### config.mk
export PLATFORM = sky130hd
export DESIGN_NAME = eivm_top
export DESIGN_NICKNAME = d
export VERILOG_FILES = /design/src/rtl/eivm_pkg.sv /design/src/rtl/eivm_top.sv /design/src/rtl/eivm_pin_change.sv
export VERILOG_INCLUDE_DIRS = /design/src /design/src/rtl
export SDC_FILE = /design/constraint.sdc
export NUM_CORES = 1
export LEC_CHECK = 0
export ABC_CLOCK_PERIOD_IN_PS = 3400
export BUFFER_PORTS_ARGS = -buffer_cell sky130_fd_sc_hd__buf_2
export CAP_MARGIN = 20
export CORE_ASPECT_RATIO = 1.4
export CORE_MARGIN = 3
export CORE_UTILIZATION = 50
export CTS_CLUSTER_DIAMETER = 60
export DETAILED_ROUTE_END_ITERATION = 10
export PLACE_DENSITY = 0.77
export SLEW_MARGIN = 30
export SYNTH_ARGS = -nofsm -noshare
export SYNTH_HDL_FRONTEND = slang
export SYNTH_SLANG_ARGS = --single-unit
### constraint.sdc
create_clock -name hclk -period 3.4 [get_ports hclk]
set_input_delay 1.02 -clock hclk [delete_from_list [all_inputs] [get_ports hclk]]
set_output_delay 1.02 -clock hclk [all_outputs]
set_load 0.02 [all_outputs]
### src/rtl/eivm_regs.svh
// eivm_regs.svh: register offsets, field positions, reset values and vector addresses
// assumes: included by bare name into the vector map design files
`ifndef EIVM_REGS_SVH
`define EIVM_REGS_SVH

`define EIVM_OFS_CTRL 12'h000
`define EIVM_OFS_MASK_A 12'h004
`define EIVM_OFS_MASK_B 12'h008
`define EIVM_OFS_MASK_C 12'h00c
`define EIVM_OFS_ENABLE 12'h010
`define EIVM_OFS_FLAGS 12'h014
`define EIVM_OFS_STATUS 12'h018

`define EIVM_CTRL_SENSE_LO 0
`define EIVM_CTRL_GIE 2
`define EIVM_EN_EXT 6
`define EIVM_EN_PCA 3
`define EIVM_EN_PCB 4
`define EIVM_EN_PCC 5
`define EIVM_RESET_VAL 8'h00

`define EIVM_VEC_RESET 16'h0000
`define EIVM_VEC_EXT 16'h0002
`define EIVM_VEC_PCA 16'h0004
`define EIVM_VEC_PCB 16'h0006
`define EIVM_VEC_PCC 16'h0008
`define EIVM_VEC_WDT 16'h000a
`define EIVM_VEC_LAST 16'h0036
`define EIVM_VEC_COUNT 28
`define EIVM_VEC_STEP 16'h0002

`endif

### src/rtl/eivm_pkg.sv
// eivm_pkg.sv: types shared by the vector map design files
// assumes: nothing beyond a SystemVerilog compiler
package eivm_pkg;
  typedef enum logic [1:0] {
    eivm_sense_low = 2'b00,
    eivm_sense_any = 2'b01,
    eivm_sense_fall = 2'b10,
    eivm_sense_rise = 2'b11
  } eivm_sense_t;
  typedef enum logic [1:0] {
    eivm_ack_idle = 2'b00,
    eivm_ack_hold = 2'b01
  } eivm_ack_t;
endpackage

### src/rtl/eivm_top.sv
// eivm_top.sv: external interrupt detection and vector address map, AHB-Lite slave
// assumes: single AHB-Lite master, word accesses, core requests vectors with vec_req
`timescale 1ns/100ps
`include "eivm_regs.svh"

module eivm_top
  import eivm_pkg::*;
(
  input wire logic hclk,
  input wire logic hresetn,
  input wire logic hsel,
  input wire logic [31:0] haddr,
  input wire logic [1:0] htrans,
  input wire logic hwrite,
  input wire logic [2:0] hsize,
  input wire logic [31:0] hwdata,
  input wire logic hready,
  output logic [31:0] hrdata,
  output logic hreadyout,
  output logic hresp,
  input wire logic ext_irq_pin,
  input wire logic [7:0] pin_change_inputs_group_a,
  input wire logic [3:0] pin_change_inputs_group_b,
  input wire logic [5:0] pin_change_inputs_group_c,
  input wire logic [22:0] periph_irq,
  input wire logic sleep_deep,
  input wire logic vec_req,
  output logic irq_pending,
  output logic [15:0] vec_addr,
  output logic vec_valid,
  output logic [4:0] vec_num,
  output logic io_clk_run,
  output logic wake_event,
  output logic [15:0] reset_vec_addr
);
  logic [7:0] ctrl;
  logic [7:0] pin_change_mask_a;
  logic [3:0] pin_change_mask_b;
  logic [5:0] pin_change_mask_c;
  logic [7:0] enable;
  logic [3:0] flags;
  logic ext_s1, ext_s2, ext_prev;
  logic [17:0] pc_s1, pc_s2;
  logic pca_hit, pcb_hit, pcc_hit;
  logic ph_wr, ph_rd;
  logic [11:0] ph_addr;
  logic wr_flags;
  logic [3:0] flag_set, flag_clr;
  logic ext_edge;
  logic [27:0] req;
  logic [4:0] next_vec_num;
  logic next_valid;
  eivm_sense_t sense;
  eivm_ack_t ack_state;

  function automatic logic [15:0] eivm_vec_of(input logic [4:0] n);
    // vector n (1-based) sits at (n-1) * 2 words
    eivm_vec_of = `EIVM_VEC_RESET + 16'({11'h000, n - 5'd1} * `EIVM_VEC_STEP);
  endfunction

  assign sense = eivm_sense_t'(ctrl[`EIVM_CTRL_SENSE_LO +: 2]);
  assign reset_vec_addr = `EIVM_VEC_RESET;
  assign io_clk_run = !sleep_deep;

  // two flops per input; pins read whether driven out or
  always_ff @(posedge hclk or negedge hresetn) begin
    if (!hresetn) begin
      ext_s1 <= 1'b1;
      ext_s2 <= 1'b1;
      ext_prev <= 1'b1;
      pc_s1 <= '0;
      pc_s2 <= '0;
    end else begin
      ext_s1 <= ext_irq_pin;
      ext_s2 <= ext_s1;
      ext_prev <= ext_s2;
      pc_s1 <= {pin_change_inputs_group_c, pin_change_inputs_group_b, pin_change_inputs_group_a};
      pc_s2 <= pc_s1;
    end
  end

  eivm_pin_change #(.WIDTH(8)) u_pca (
    .hclk(hclk), .hresetn(hresetn), .pins(pc_s2[7:0]), .mask(pin_change_mask_a), .hit(pca_hit));
  eivm_pin_change #(.WIDTH(4)) u_pcb (
    .hclk(hclk), .hresetn(hresetn), .pins(pc_s2[11:8]), .mask(pin_change_mask_b), .hit(pcb_hit));
  eivm_pin_change #(.WIDTH(6)) u_pcc (
    .hclk(hclk), .hresetn(hresetn), .pins(pc_s2[17:12]), .mask(pin_change_mask_c), .hit(pcc_hit));

  // async wake paths: combinational, work with hclk stopped
  // raw pins against the synced copy, so a change shows before hclk is back
  assign wake_event = (!ext_irq_pin && sense == eivm_sense_low && enable[`EIVM_EN_EXT])
    || (|({pin_change_inputs_group_c, pin_change_inputs_group_b, pin_change_inputs_group_a}
          ^ pc_s2));

  // edges need the clocked sampler
  always_comb begin
    unique case (sense)
      eivm_sense_low: ext_edge = 1'b0;
      eivm_sense_any: ext_edge = ext_s2 ^ ext_prev;
      eivm_sense_fall: ext_edge = ext_prev && !ext_s2;
      eivm_sense_rise: ext_edge = !ext_prev && ext_s2;
    endcase
  end

  // bus address phase capture
  always_ff @(posedge hclk or negedge hresetn) begin
    if (!hresetn) begin
      ph_wr <= 1'b0;
      ph_rd <= 1'b0;
      ph_addr <= '0;
    end else if (hready) begin
      ph_wr <= hsel && htrans[1] && hwrite;
      ph_rd <= hsel && htrans[1] && !hwrite;
      ph_addr <= haddr[11:0];
    end
  end

  assign hreadyout = 1'b1;
  assign hresp = 1'b0;

  always_ff @(posedge hclk or negedge hresetn) begin
    if (!hresetn) begin
      ctrl <= `EIVM_RESET_VAL;
      pin_change_mask_a <= '0;
      pin_change_mask_b <= '0;
      pin_change_mask_c <= '0;
      enable <= `EIVM_RESET_VAL;
    end else if (ph_wr) begin
      unique case (ph_addr)
        `EIVM_OFS_CTRL: ctrl <= {5'h00, hwdata[2:0]};
        `EIVM_OFS_MASK_A: pin_change_mask_a <= hwdata[7:0];
        `EIVM_OFS_MASK_B: pin_change_mask_b <= hwdata[3:0];
        `EIVM_OFS_MASK_C: pin_change_mask_c <= hwdata[5:0];
        `EIVM_OFS_ENABLE: enable <= {1'b0, hwdata[6:3], 3'h0};
        default: ;
      endcase
    end
  end

  always_ff @(posedge hclk or negedge hresetn) begin
    if (!hresetn) begin
      hrdata <= '0;
    end else if (hready) begin
      unique case (haddr[11:0])
        `EIVM_OFS_CTRL: hrdata <= {24'h0, ctrl};
        `EIVM_OFS_MASK_A: hrdata <= {24'h0, pin_change_mask_a};
        `EIVM_OFS_MASK_B: hrdata <= {28'h0, pin_change_mask_b};
        `EIVM_OFS_MASK_C: hrdata <= {26'h0, pin_change_mask_c};
        `EIVM_OFS_ENABLE: hrdata <= {24'h0, enable};
        `EIVM_OFS_FLAGS: hrdata <= {25'h0, flags, 3'h0};
        `EIVM_OFS_STATUS: hrdata <= {27'h0, vec_num};
        default: hrdata <= '0;
      endcase
    end
  end

  // flags: bit3 ext, bits 0..2 groups a..c; set beats clear
  assign wr_flags = ph_wr && ph_addr == `EIVM_OFS_FLAGS;
  assign flag_set = {ext_edge, pcc_hit, pcb_hit, pca_hit};
  always_comb begin
    flag_clr = wr_flags ? {hwdata[6], hwdata[5:3]} : 4'h0;
    if (ack_state == eivm_ack_idle && vec_req && vec_valid) begin
      unique case (vec_num)
        5'd2: flag_clr[3] = 1'b1;
        5'd3: flag_clr[0] = 1'b1;
        5'd4: flag_clr[1] = 1'b1;
        5'd5: flag_clr[2] = 1'b1;
        default: ;
      endcase
    end
  end

  always_ff @(posedge hclk or negedge hresetn) begin
    if (!hresetn) begin
      flags <= 4'h0;
    end else begin
      // level mode keeps the flag clear, request comes from the pin itself
      flags <= ((flags & ~flag_clr) | flag_set) & {sense != eivm_sense_low, 3'h7};
    end
  end

  // level-mode ext request only while the synchronised level is still low
  always_comb begin
    req = '0;
    req[1] = (sense == eivm_sense_low ? !ext_s2 : flags[3]) && enable[`EIVM_EN_EXT];
    req[2] = flags[0] && enable[`EIVM_EN_PCA];
    req[3] = flags[1] && enable[`EIVM_EN_PCB];
    req[4] = flags[2] && enable[`EIVM_EN_PCC];
    req[27:5] = periph_irq;
    req = ctrl[`EIVM_CTRL_GIE] ? req : '0;
  end

  always_comb begin
    next_vec_num = 5'd0;
    next_valid = 1'b0;
    for (int i = 27; i >= 1; i--) begin
      if (req[i]) begin
        next_vec_num = 5'(i + 1);
        next_valid = 1'b1;
      end
    end
  end

  // vec_num and vec_addr held while the core holds vec_req; vec_valid drops after the take
  always_ff @(posedge hclk or negedge hresetn) begin
    if (!hresetn) begin
      ack_state <= eivm_ack_idle;
      vec_num <= 5'd0;
      vec_valid <= 1'b0;
      vec_addr <= `EIVM_VEC_RESET;
    end else begin
      unique case (ack_state)
        eivm_ack_idle: begin
          if (vec_req && vec_valid) begin
            ack_state <= eivm_ack_hold;
          end else begin
            vec_num <= next_vec_num;
            vec_valid <= next_valid;
            vec_addr <= next_valid ? eivm_vec_of(next_vec_num) : `EIVM_VEC_RESET;
          end
        end
        eivm_ack_hold: begin
          vec_valid <= 1'b0;
          if (!vec_req) begin
            ack_state <= eivm_ack_idle;
          end
        end
        default: ack_state <= eivm_ack_idle;
      endcase
    end
  end

  assign irq_pending = |req;

  chk_ext_vector_addr: assert property (@(posedge hclk) disable iff (!hresetn)
    vec_valid && vec_num == 5'd2 |-> vec_addr == `EIVM_VEC_EXT) else $error("ext vector wrong");
  chk_group_vectors: assert property (@(posedge hclk) disable iff (!hresetn)
    vec_valid && vec_num == 5'd5 |-> vec_addr == `EIVM_VEC_PCC) else $error("group c vector wrong");
  chk_last_vector: assert property (@(posedge hclk) disable iff (!hresetn)
    vec_valid && vec_num == 5'd28 |-> vec_addr == `EIVM_VEC_LAST) else $error("last vector wrong");
  chk_no_disabled: assert property (@(posedge hclk) disable iff (!hresetn)
    !ctrl[`EIVM_CTRL_GIE] && $past(!ctrl[`EIVM_CTRL_GIE]) && ack_state == eivm_ack_idle
    |=> !vec_valid) else $error("vector offered while disabled");
  chk_fall_flag: assert property (@(posedge hclk) disable iff (!hresetn)
    sense == eivm_sense_fall && ext_prev && !ext_s2 |=> flags[3]) else $error("fall missed");
  chk_level_holds: assert property (@(posedge hclk) disable iff (!hresetn)
    ctrl[2:0] == 3'b100 && enable[`EIVM_EN_EXT] && !ext_s2 |-> irq_pending)
    else $error("low level not requesting");
  chk_group_gate: assert property (@(posedge hclk) disable iff (!hresetn)
    !enable[`EIVM_EN_PCA] |-> !req[2]) else $error("group a requested while disabled");
  chk_set_wins: assert property (@(posedge hclk) disable iff (!hresetn)
    pca_hit |=> flags[0]) else $error("group a change lost");
  chk_priority_low: assert property (@(posedge hclk) disable iff (!hresetn)
    ack_state == eivm_ack_idle && !vec_req && req[1] |=> vec_num == 5'd2)
    else $error("lower vector not first");
  // map, gating, flag housekeeping, wake and grant hold
  chk_reset_vector: assert property (@(posedge hclk) disable iff (!hresetn)
    reset_vec_addr == `EIVM_VEC_RESET) else $error("reset vector moved");
  chk_group_a_vector: assert property (@(posedge hclk) disable iff (!hresetn)
    vec_valid && vec_num == 5'd3 |-> vec_addr == `EIVM_VEC_PCA) else $error("group a vector wrong");
  chk_group_b_vector: assert property (@(posedge hclk) disable iff (!hresetn)
    vec_valid && vec_num == 5'd4 |-> vec_addr == `EIVM_VEC_PCB) else $error("group b vector wrong");
  chk_wdt_vector: assert property (@(posedge hclk) disable iff (!hresetn)
    vec_valid && vec_num == 5'd6 |-> vec_addr == `EIVM_VEC_WDT) else $error("first periph vector wrong");
  chk_clk_halted: assert property (@(posedge hclk) disable iff (!hresetn)
    sleep_deep |-> !io_clk_run) else $error("io clock runs in deep sleep");
  chk_gie_gate: assert property (@(posedge hclk) disable iff (!hresetn)
    !ctrl[`EIVM_CTRL_GIE] |-> !irq_pending) else $error("request with global enable off");
  chk_level_flag_clear: assert property (@(posedge hclk) disable iff (!hresetn)
    sense == eivm_sense_low |=> !flags[3]) else $error("ext flag set in level mode");
  chk_take_clears: assert property (@(posedge hclk) disable iff (!hresetn)
    ack_state == eivm_ack_idle && vec_req && vec_valid && vec_num == 5'd3 && !pca_hit
    |=> !flags[0]) else $error("group a flag kept after take");
  chk_pc_wake: assert property (@(posedge hclk) disable iff (!hresetn)
    |({pin_change_inputs_group_c, pin_change_inputs_group_b,
       pin_change_inputs_group_a} ^ pc_s2) |-> wake_event) else $error("pin change gave no wake");
  chk_hold_drops_valid: assert property (@(posedge hclk) disable iff (!hresetn)
    ack_state == eivm_ack_hold |=> !vec_valid) else $error("grant offered twice");
endmodule

### src/rtl/eivm_pin_change.sv
// eivm_pin_change.sv: change detector for one group of pin-change inputs
// assumes: pins already synchronised to hclk by the caller
`timescale 1ns/100ps
module eivm_pin_change
  import eivm_pkg::*;
#(
  parameter int WIDTH = 8
) (
  input wire logic hclk,
  input wire logic hresetn,
  input wire logic [WIDTH-1:0] pins,
  input wire logic [WIDTH-1:0] mask,
  output logic hit
);
  logic [WIDTH-1:0] prev;

  always_ff @(posedge hclk or negedge hresetn) begin
    if (!hresetn) begin
      prev <= '0;
    end else begin
      prev <= pins;
    end
  end

  // a masked-off pin never contributes
  assign hit = |((pins ^ prev) & mask);

  chk_masked_quiet: assert property (@(posedge hclk) disable iff (!hresetn)
    (mask == '0) |-> !hit) else $error("unmasked group reported a change");
endmodule

==> impl_metrics.prom <==
# TYPE chip_impl_metric gauge
chip_impl_metric{name="critical_path_arrival",unit="ns"} 2.53
chip_impl_metric{name="post-layout-total-power",unit="mW"} 3.77
chip_impl_info{name="worst_hold_path_type",value="flip-flop to flip-flop"} 1
chip_impl_metric{name="synthCells",unit=""} 466
chip_impl_metric{name="place_hpwl",unit="um"} 9230
chip_impl_info{name="cp_most_frequent_cell",value="sky130_fd_sc_hd__buf_6"} 1
chip_impl_metric{name="synth_area",unit="um2"} 5570
chip_impl_metric{name="grt_first_pass_wirelength",unit="um"} 19100
chip_impl_metric{name="insertedDiodeCount",unit=""} 0
chip_impl_metric{name="final-setup-viol-count",unit=""} 1
chip_impl_metric{name="grt_max_degree",unit=""} 55
chip_impl_metric{name="dieHeight",unit="um"} 131
chip_impl_metric{name="synth_edf_count",unit=""} 0
chip_impl_metric{name="antenna_found_initial",unit=""} 0
chip_impl_metric{name="ctsHtreeMaxLevel",unit=""} 4
chip_impl_metric{name="seq_power_share",unit="%"} 42.6
chip_impl_info{name="crit_start",value="periph_irq[18]"} 1
chip_impl_metric{name="switching_part_of_the_total_power",unit="%"} 25.5
chip_impl_metric{name="fp.dieArea",unit="um2"} 12500
chip_impl_metric{name="port-buffer-count",unit=""} 91
chip_impl_metric{name="final_max_slew_viol_count",unit=""} 0
chip_impl_metric{name="place.gp.congestion",unit=""} 0.853
chip_impl_info{name="timing_worst_setup_path_type",value="primary input to output pin"} 1
chip_impl_metric{name="synth_seq_cells",unit=""} 119
chip_impl_metric{name="dpl_worst_slack",unit="ns"} -0.216
chip_impl_metric{name="detail_route.vias_per_cell",unit=""} 5.31
chip_impl_metric{name="crit_required",unit="ns"} 2.38
chip_impl_metric{name="number_of_global_route_vias_before_repair",unit=""} 3935
chip_impl_metric{name="cellPowerDensity",unit="nW/um2"} 557
chip_impl_metric{name="core_area",unit="um2"} 10900
chip_impl_metric{name="standby_leakage_power",unit="nW"} 3.15
chip_impl_metric{name="setup-tns-final",unit="ns"} -0.154
chip_impl_metric{name="worstSkewPairLatency",unit="ns"} 0.41
chip_impl_metric{name="final_nets",unit=""} 707
chip_impl_info{name="tritoncts",value="built"} 1
chip_impl_metric{name="fin_ws",unit="ns"} -0.154
chip_impl_metric{name="final-instance-count-excl-fill",unit=""} 739
chip_impl_metric{name="wl_per_cell",unit="um"} 16.5
chip_impl_metric{name="hold_viol_final",unit=""} 0
chip_impl_metric{name="dr_total_vias",unit=""} 3925
chip_impl_info{name="grt_setup_unrepaired",value="yes"} 1
chip_impl_metric{name="power_frac_comb",unit="%"} 12.1
chip_impl_metric{name="worst_clock_skew",unit="ns"} 0.00618
chip_impl_metric{name="synth_cell_types",unit=""} 58
chip_impl_info{name="clock-root-buffer",value="sky130_fd_sc_hd__clkbuf_16"} 1
chip_impl_info{name="result_of_the_run",value="finished, violations left"} 1
chip_impl_metric{name="clk_transition_reported_paths",unit="ns"} 0.05
chip_impl_metric{name="maxClockFrequency",unit="GHz"} 0.281
chip_impl_metric{name="area.growth.synth_to_final",unit="%"} 21.4
chip_impl_info{name="synth.top_cells.by_count",value="sky130_fd_sc_hd__dfrtp_1 (116), sky130_fd_sc_hd__buf_4 (53), sky130_fd_sc_hd__mux2_2 (42)"} 1
chip_impl_metric{name="switching_power",unit="mW"} 0.962
chip_impl_metric{name="final_layout_size_suffix_gt1_share",unit="%"} 33.8
chip_impl_info{name="synth_area_leader_cell",value="sky130_fd_sc_hd__dfrtp_1"} 1
chip_impl_metric{name="p_int",unit="mW"} 2.81
chip_impl_info{name="endpoint",value="irq_pending"} 1
chip_impl_info{name="cp_cell_instances",value="buf_6, or4_4, o41ai_4, nor4b_4, inv_2, buf_6"} 1
chip_impl_metric{name="totalWireLength",unit="um"} 12200
chip_impl_metric{name="drt_pass1_iterations",unit=""} 4
chip_impl_metric{name="power.ir.vdd_worst",unit="mV"} 0.348
chip_impl_metric{name="first_iter_violations",unit=""} 226
chip_impl_metric{name="ys_seq_area_share",unit="%"} 53.5
chip_impl_metric{name="grt_util_overall",unit="%"} 20.7
chip_impl_metric{name="cts.sink_count",unit=""} 119
chip_impl_metric{name="cap_viol_max_count",unit=""} 0
chip_impl_metric{name="numCtsBuffers",unit=""} 17
chip_impl_metric{name="final.min_clock_period",unit="ns"} 3.55
chip_impl_metric{name="cpPeakStageDelay",unit="ns"} 0.55
chip_impl_info{name="yosysMostFrequentCell",value="sky130_fd_sc_hd__dfrtp_1"} 1
chip_impl_metric{name="avgSynthCellArea",unit="um2"} 12.0
chip_impl_metric{name="std_cell_rows",unit=""} 45
chip_impl_info{name="timing.rr.end",value="vec_addr[5]"} 1
chip_impl_info{name="timing.critical_path.to_type",value="output pin"} 1
chip_impl_info{name="critPathSlowestCell",value="sky130_fd_sc_hd__or4_4"} 1
chip_impl_metric{name="cts-hold-fix-buffers",unit=""} 0
chip_impl_metric{name="slew-limit-headroom",unit="%"} 51.5
chip_impl_metric{name="critical_path_peak_fanout",unit=""} 2
chip_impl_info{name="failed_checks",value="negative setup slack"} 1
chip_impl_metric{name="async_reset_ff_share",unit="%"} 100
chip_impl_metric{name="yosys_warnings",unit=""} 0
chip_impl_metric{name="worst-slew-pin-transition",unit="ns"} 0.721
chip_impl_metric{name="layout_worst_path_cycle_share",unit="%"} 105
chip_impl_metric{name="grt-ovfl-total",unit=""} 0
chip_impl_metric{name="initial_core_util",unit="%"} 51.3
chip_impl_metric{name="drc",unit=""} 0
chip_impl_metric{name="place.detailed.instances",unit=""} 705
chip_impl_metric{name="register_to_register_setup_slack",unit="ns"} 0.64
chip_impl_info{name="synth-main-ff-cell",value="sky130_fd_sc_hd__dfrtp_1"} 1
chip_impl_info{name="synth.area.top_cells",value="sky130_fd_sc_hd__dfrtp_1 (52%), sky130_fd_sc_hd__mux2_2 (8.5%), sky130_fd_sc_hd__buf_4 (7.1%), sky130_fd_sc_hd__xor2_1 (3.9%), sky130_fd_sc_hd__xnor2_1 (1.9%)"} 1
chip_impl_info{name="worstSetupStartpointType",value="primary input"} 1
chip_impl_metric{name="rr_worst_depth",unit=""} 10
chip_impl_metric{name="synth_top_area_share",unit="%"} 52.1
chip_impl_metric{name="postRouteAntennaNets",unit=""} 0
chip_impl_metric{name="floorplan.die.width",unit="um"} 95.2
chip_impl_info{name="crit-reg2reg-launch",value="ctrl[2]"} 1
chip_impl_metric{name="power.share.clock",unit="%"} 45.3
chip_impl_metric{name="io-pin-count",unit=""} 193
chip_impl_metric{name="cts_buffer_depth",unit=""} 2
## power by group through the flow
| stage | Sequential [mW] | Combinational [mW] | Clock, mW |
|---|---|---|---|
| final | 1.61 | 0.455 | 1.71 |
| after floorplan | 1.63 | 0.294 | 0 |
| after detailed placement | 1.63 | 0.448 | 0 |
| after CTS | 1.60 | 0.455 | 1.74 |
| after global routing | 1.62 | 0.502 | 1.82 |
| after global placement | 1.62 | 0.435 | 0 |
## metrics by stage
stage	util, %	cell area, um2	hold WS, ns
6_report	62.3	6770	0.347
5_1_grt	62.3	6770	0.352
4_1_cts	62.0	6740	0.347
3_5_place_dp	56.3	6120	0.335
3_3_place_gp	56.3	6120	0.331
2_1_floorplan	-	5770	0.331
## layout by cell type (no fill, tap or decap), types with 4 or more instances in the layout
cell and n:
sky130_fd_sc_hd__o31ai_1 4, sky130_fd_sc_hd__nor3_1 8, sky130_fd_sc_hd__o21ai_0 8, sky130_fd_sc_hd__o41ai_1 4, sky130_fd_sc_hd__nor2b_1 11, sky130_fd_sc_hd__buf_2 85, sky130_fd_sc_hd__clkinvlp_4 4, sky130_fd_sc_hd__a31oi_1 4
sky130_fd_sc_hd__a21oi_1 5, sky130_fd_sc_hd__nor2_1 15, sky130_fd_sc_hd__buf_6 5, sky130_fd_sc_hd__clkbuf_16 17, sky130_fd_sc_hd__inv_1 14, sky130_fd_sc_hd__a22oi_1 12, sky130_fd_sc_hd__nand2_1 21, sky130_fd_sc_hd__nand3_1 12
sky130_fd_sc_hd__xnor2_1 12, sky130_fd_sc_hd__buf_4 23, sky130_fd_sc_hd__conb_1 53, sky130_fd_sc_hd__dfrtp_1 116, sky130_fd_sc_hd__nand4_1 7, sky130_fd_sc_hd__mux2_2 42, sky130_fd_sc_hd__xor2_1 25, sky130_fd_sc_hd__o2bb2ai_1 6
sky130_fd_sc_hd__nor4_1 9
## logic make-up (layout without fill, tap and decap cells)
logic type	count (synthesis)	after routing	share of synthesized area (%)
adder cells (fa/ha/maj)	3	3	0.673
XOR/XNOR	37	37	5.81
AND/OR/NAND/NOR	104	104	10.4
flip-flops	119	119	53.5
AO/OA/AOI/OAI	75	75	10.5
buffers and inverters	79	160	8.91
other	2	53	0.135
multiplexers	47	47	10.1
## critical path: cells and delay by family
kind                   cells  cell delay, ns
AO/OA/AOI/OAI              1            0.35
AND/OR/NAND/NOR            2            0.88
buffers and inverters      3            0.28
## sequential cells by signal, summed over array words and instances, names as in the netlist, 4 cells and up
signal,flops
pin_change_mask_b,4
ph_addr,12
u_pcb.prev,4
u_pcc.prev,6
flags,4
vec_num,5
vec_addr,5
pc_s1,18
hrdata,8
u_pca.prev,8
pin_change_mask_c,6
pc_s2,18
enable,4
pin_change_mask_a,8
## final cells by class
class                           instances  area (um2)
Multi-Input combinational cell        319        2290
Fill cell                             864        4100
Tap cell                              141         176
Timing Repair Buffer                  114         674
Clock buffer                           20         457
Clock inverter                         11         126
Sequential cell                       119        2980
Inverter                               15        56.3
## how the worst min path moves through the flow
stage / slack [ns] / cells past startpoint / from / end
5_1_grt: 0.35 / 0 / pc_s1[11] / pc_s2[11]
4_1_cts: 0.35 / 0 / pc_s1[11] / pc_s2[11]
3_5_place_dp: 0.33 / 0 / pc_s1[11] / pc_s2[11]
2_1_floorplan: 0.33 / 0 / pc_s1[0] / pc_s2[0]
3_3_place_gp: 0.33 / 0 / pc_s1[15] / pc_s2[15]
6_report: 0.35 / 0 / pc_s1[11] / pc_s2[11]
## routing by layer
| layer | global-route usage, % | vias to the layer above | wire [um] |
|---|---|---|---|
| met3 | 7.39 | 19 | 882 |
| met2 | 36.1 | 175 | 6570 |
| met1 | 22.1 | 1912 | 4400 |
| met5 | 0 | - | 0 |
| met4 | 10.0 | 0 | 331 |
| li1 | - | 1819 | - |
## what timing repair did
item                                    4_1_cts  5_1_grt
setup buffers                                 1        2
pin swaps                                     2        2
endpoints found under the setup margin        1        1
resized for setup                             6        2
Note: power is estimated with default switching activity, not from simulation.
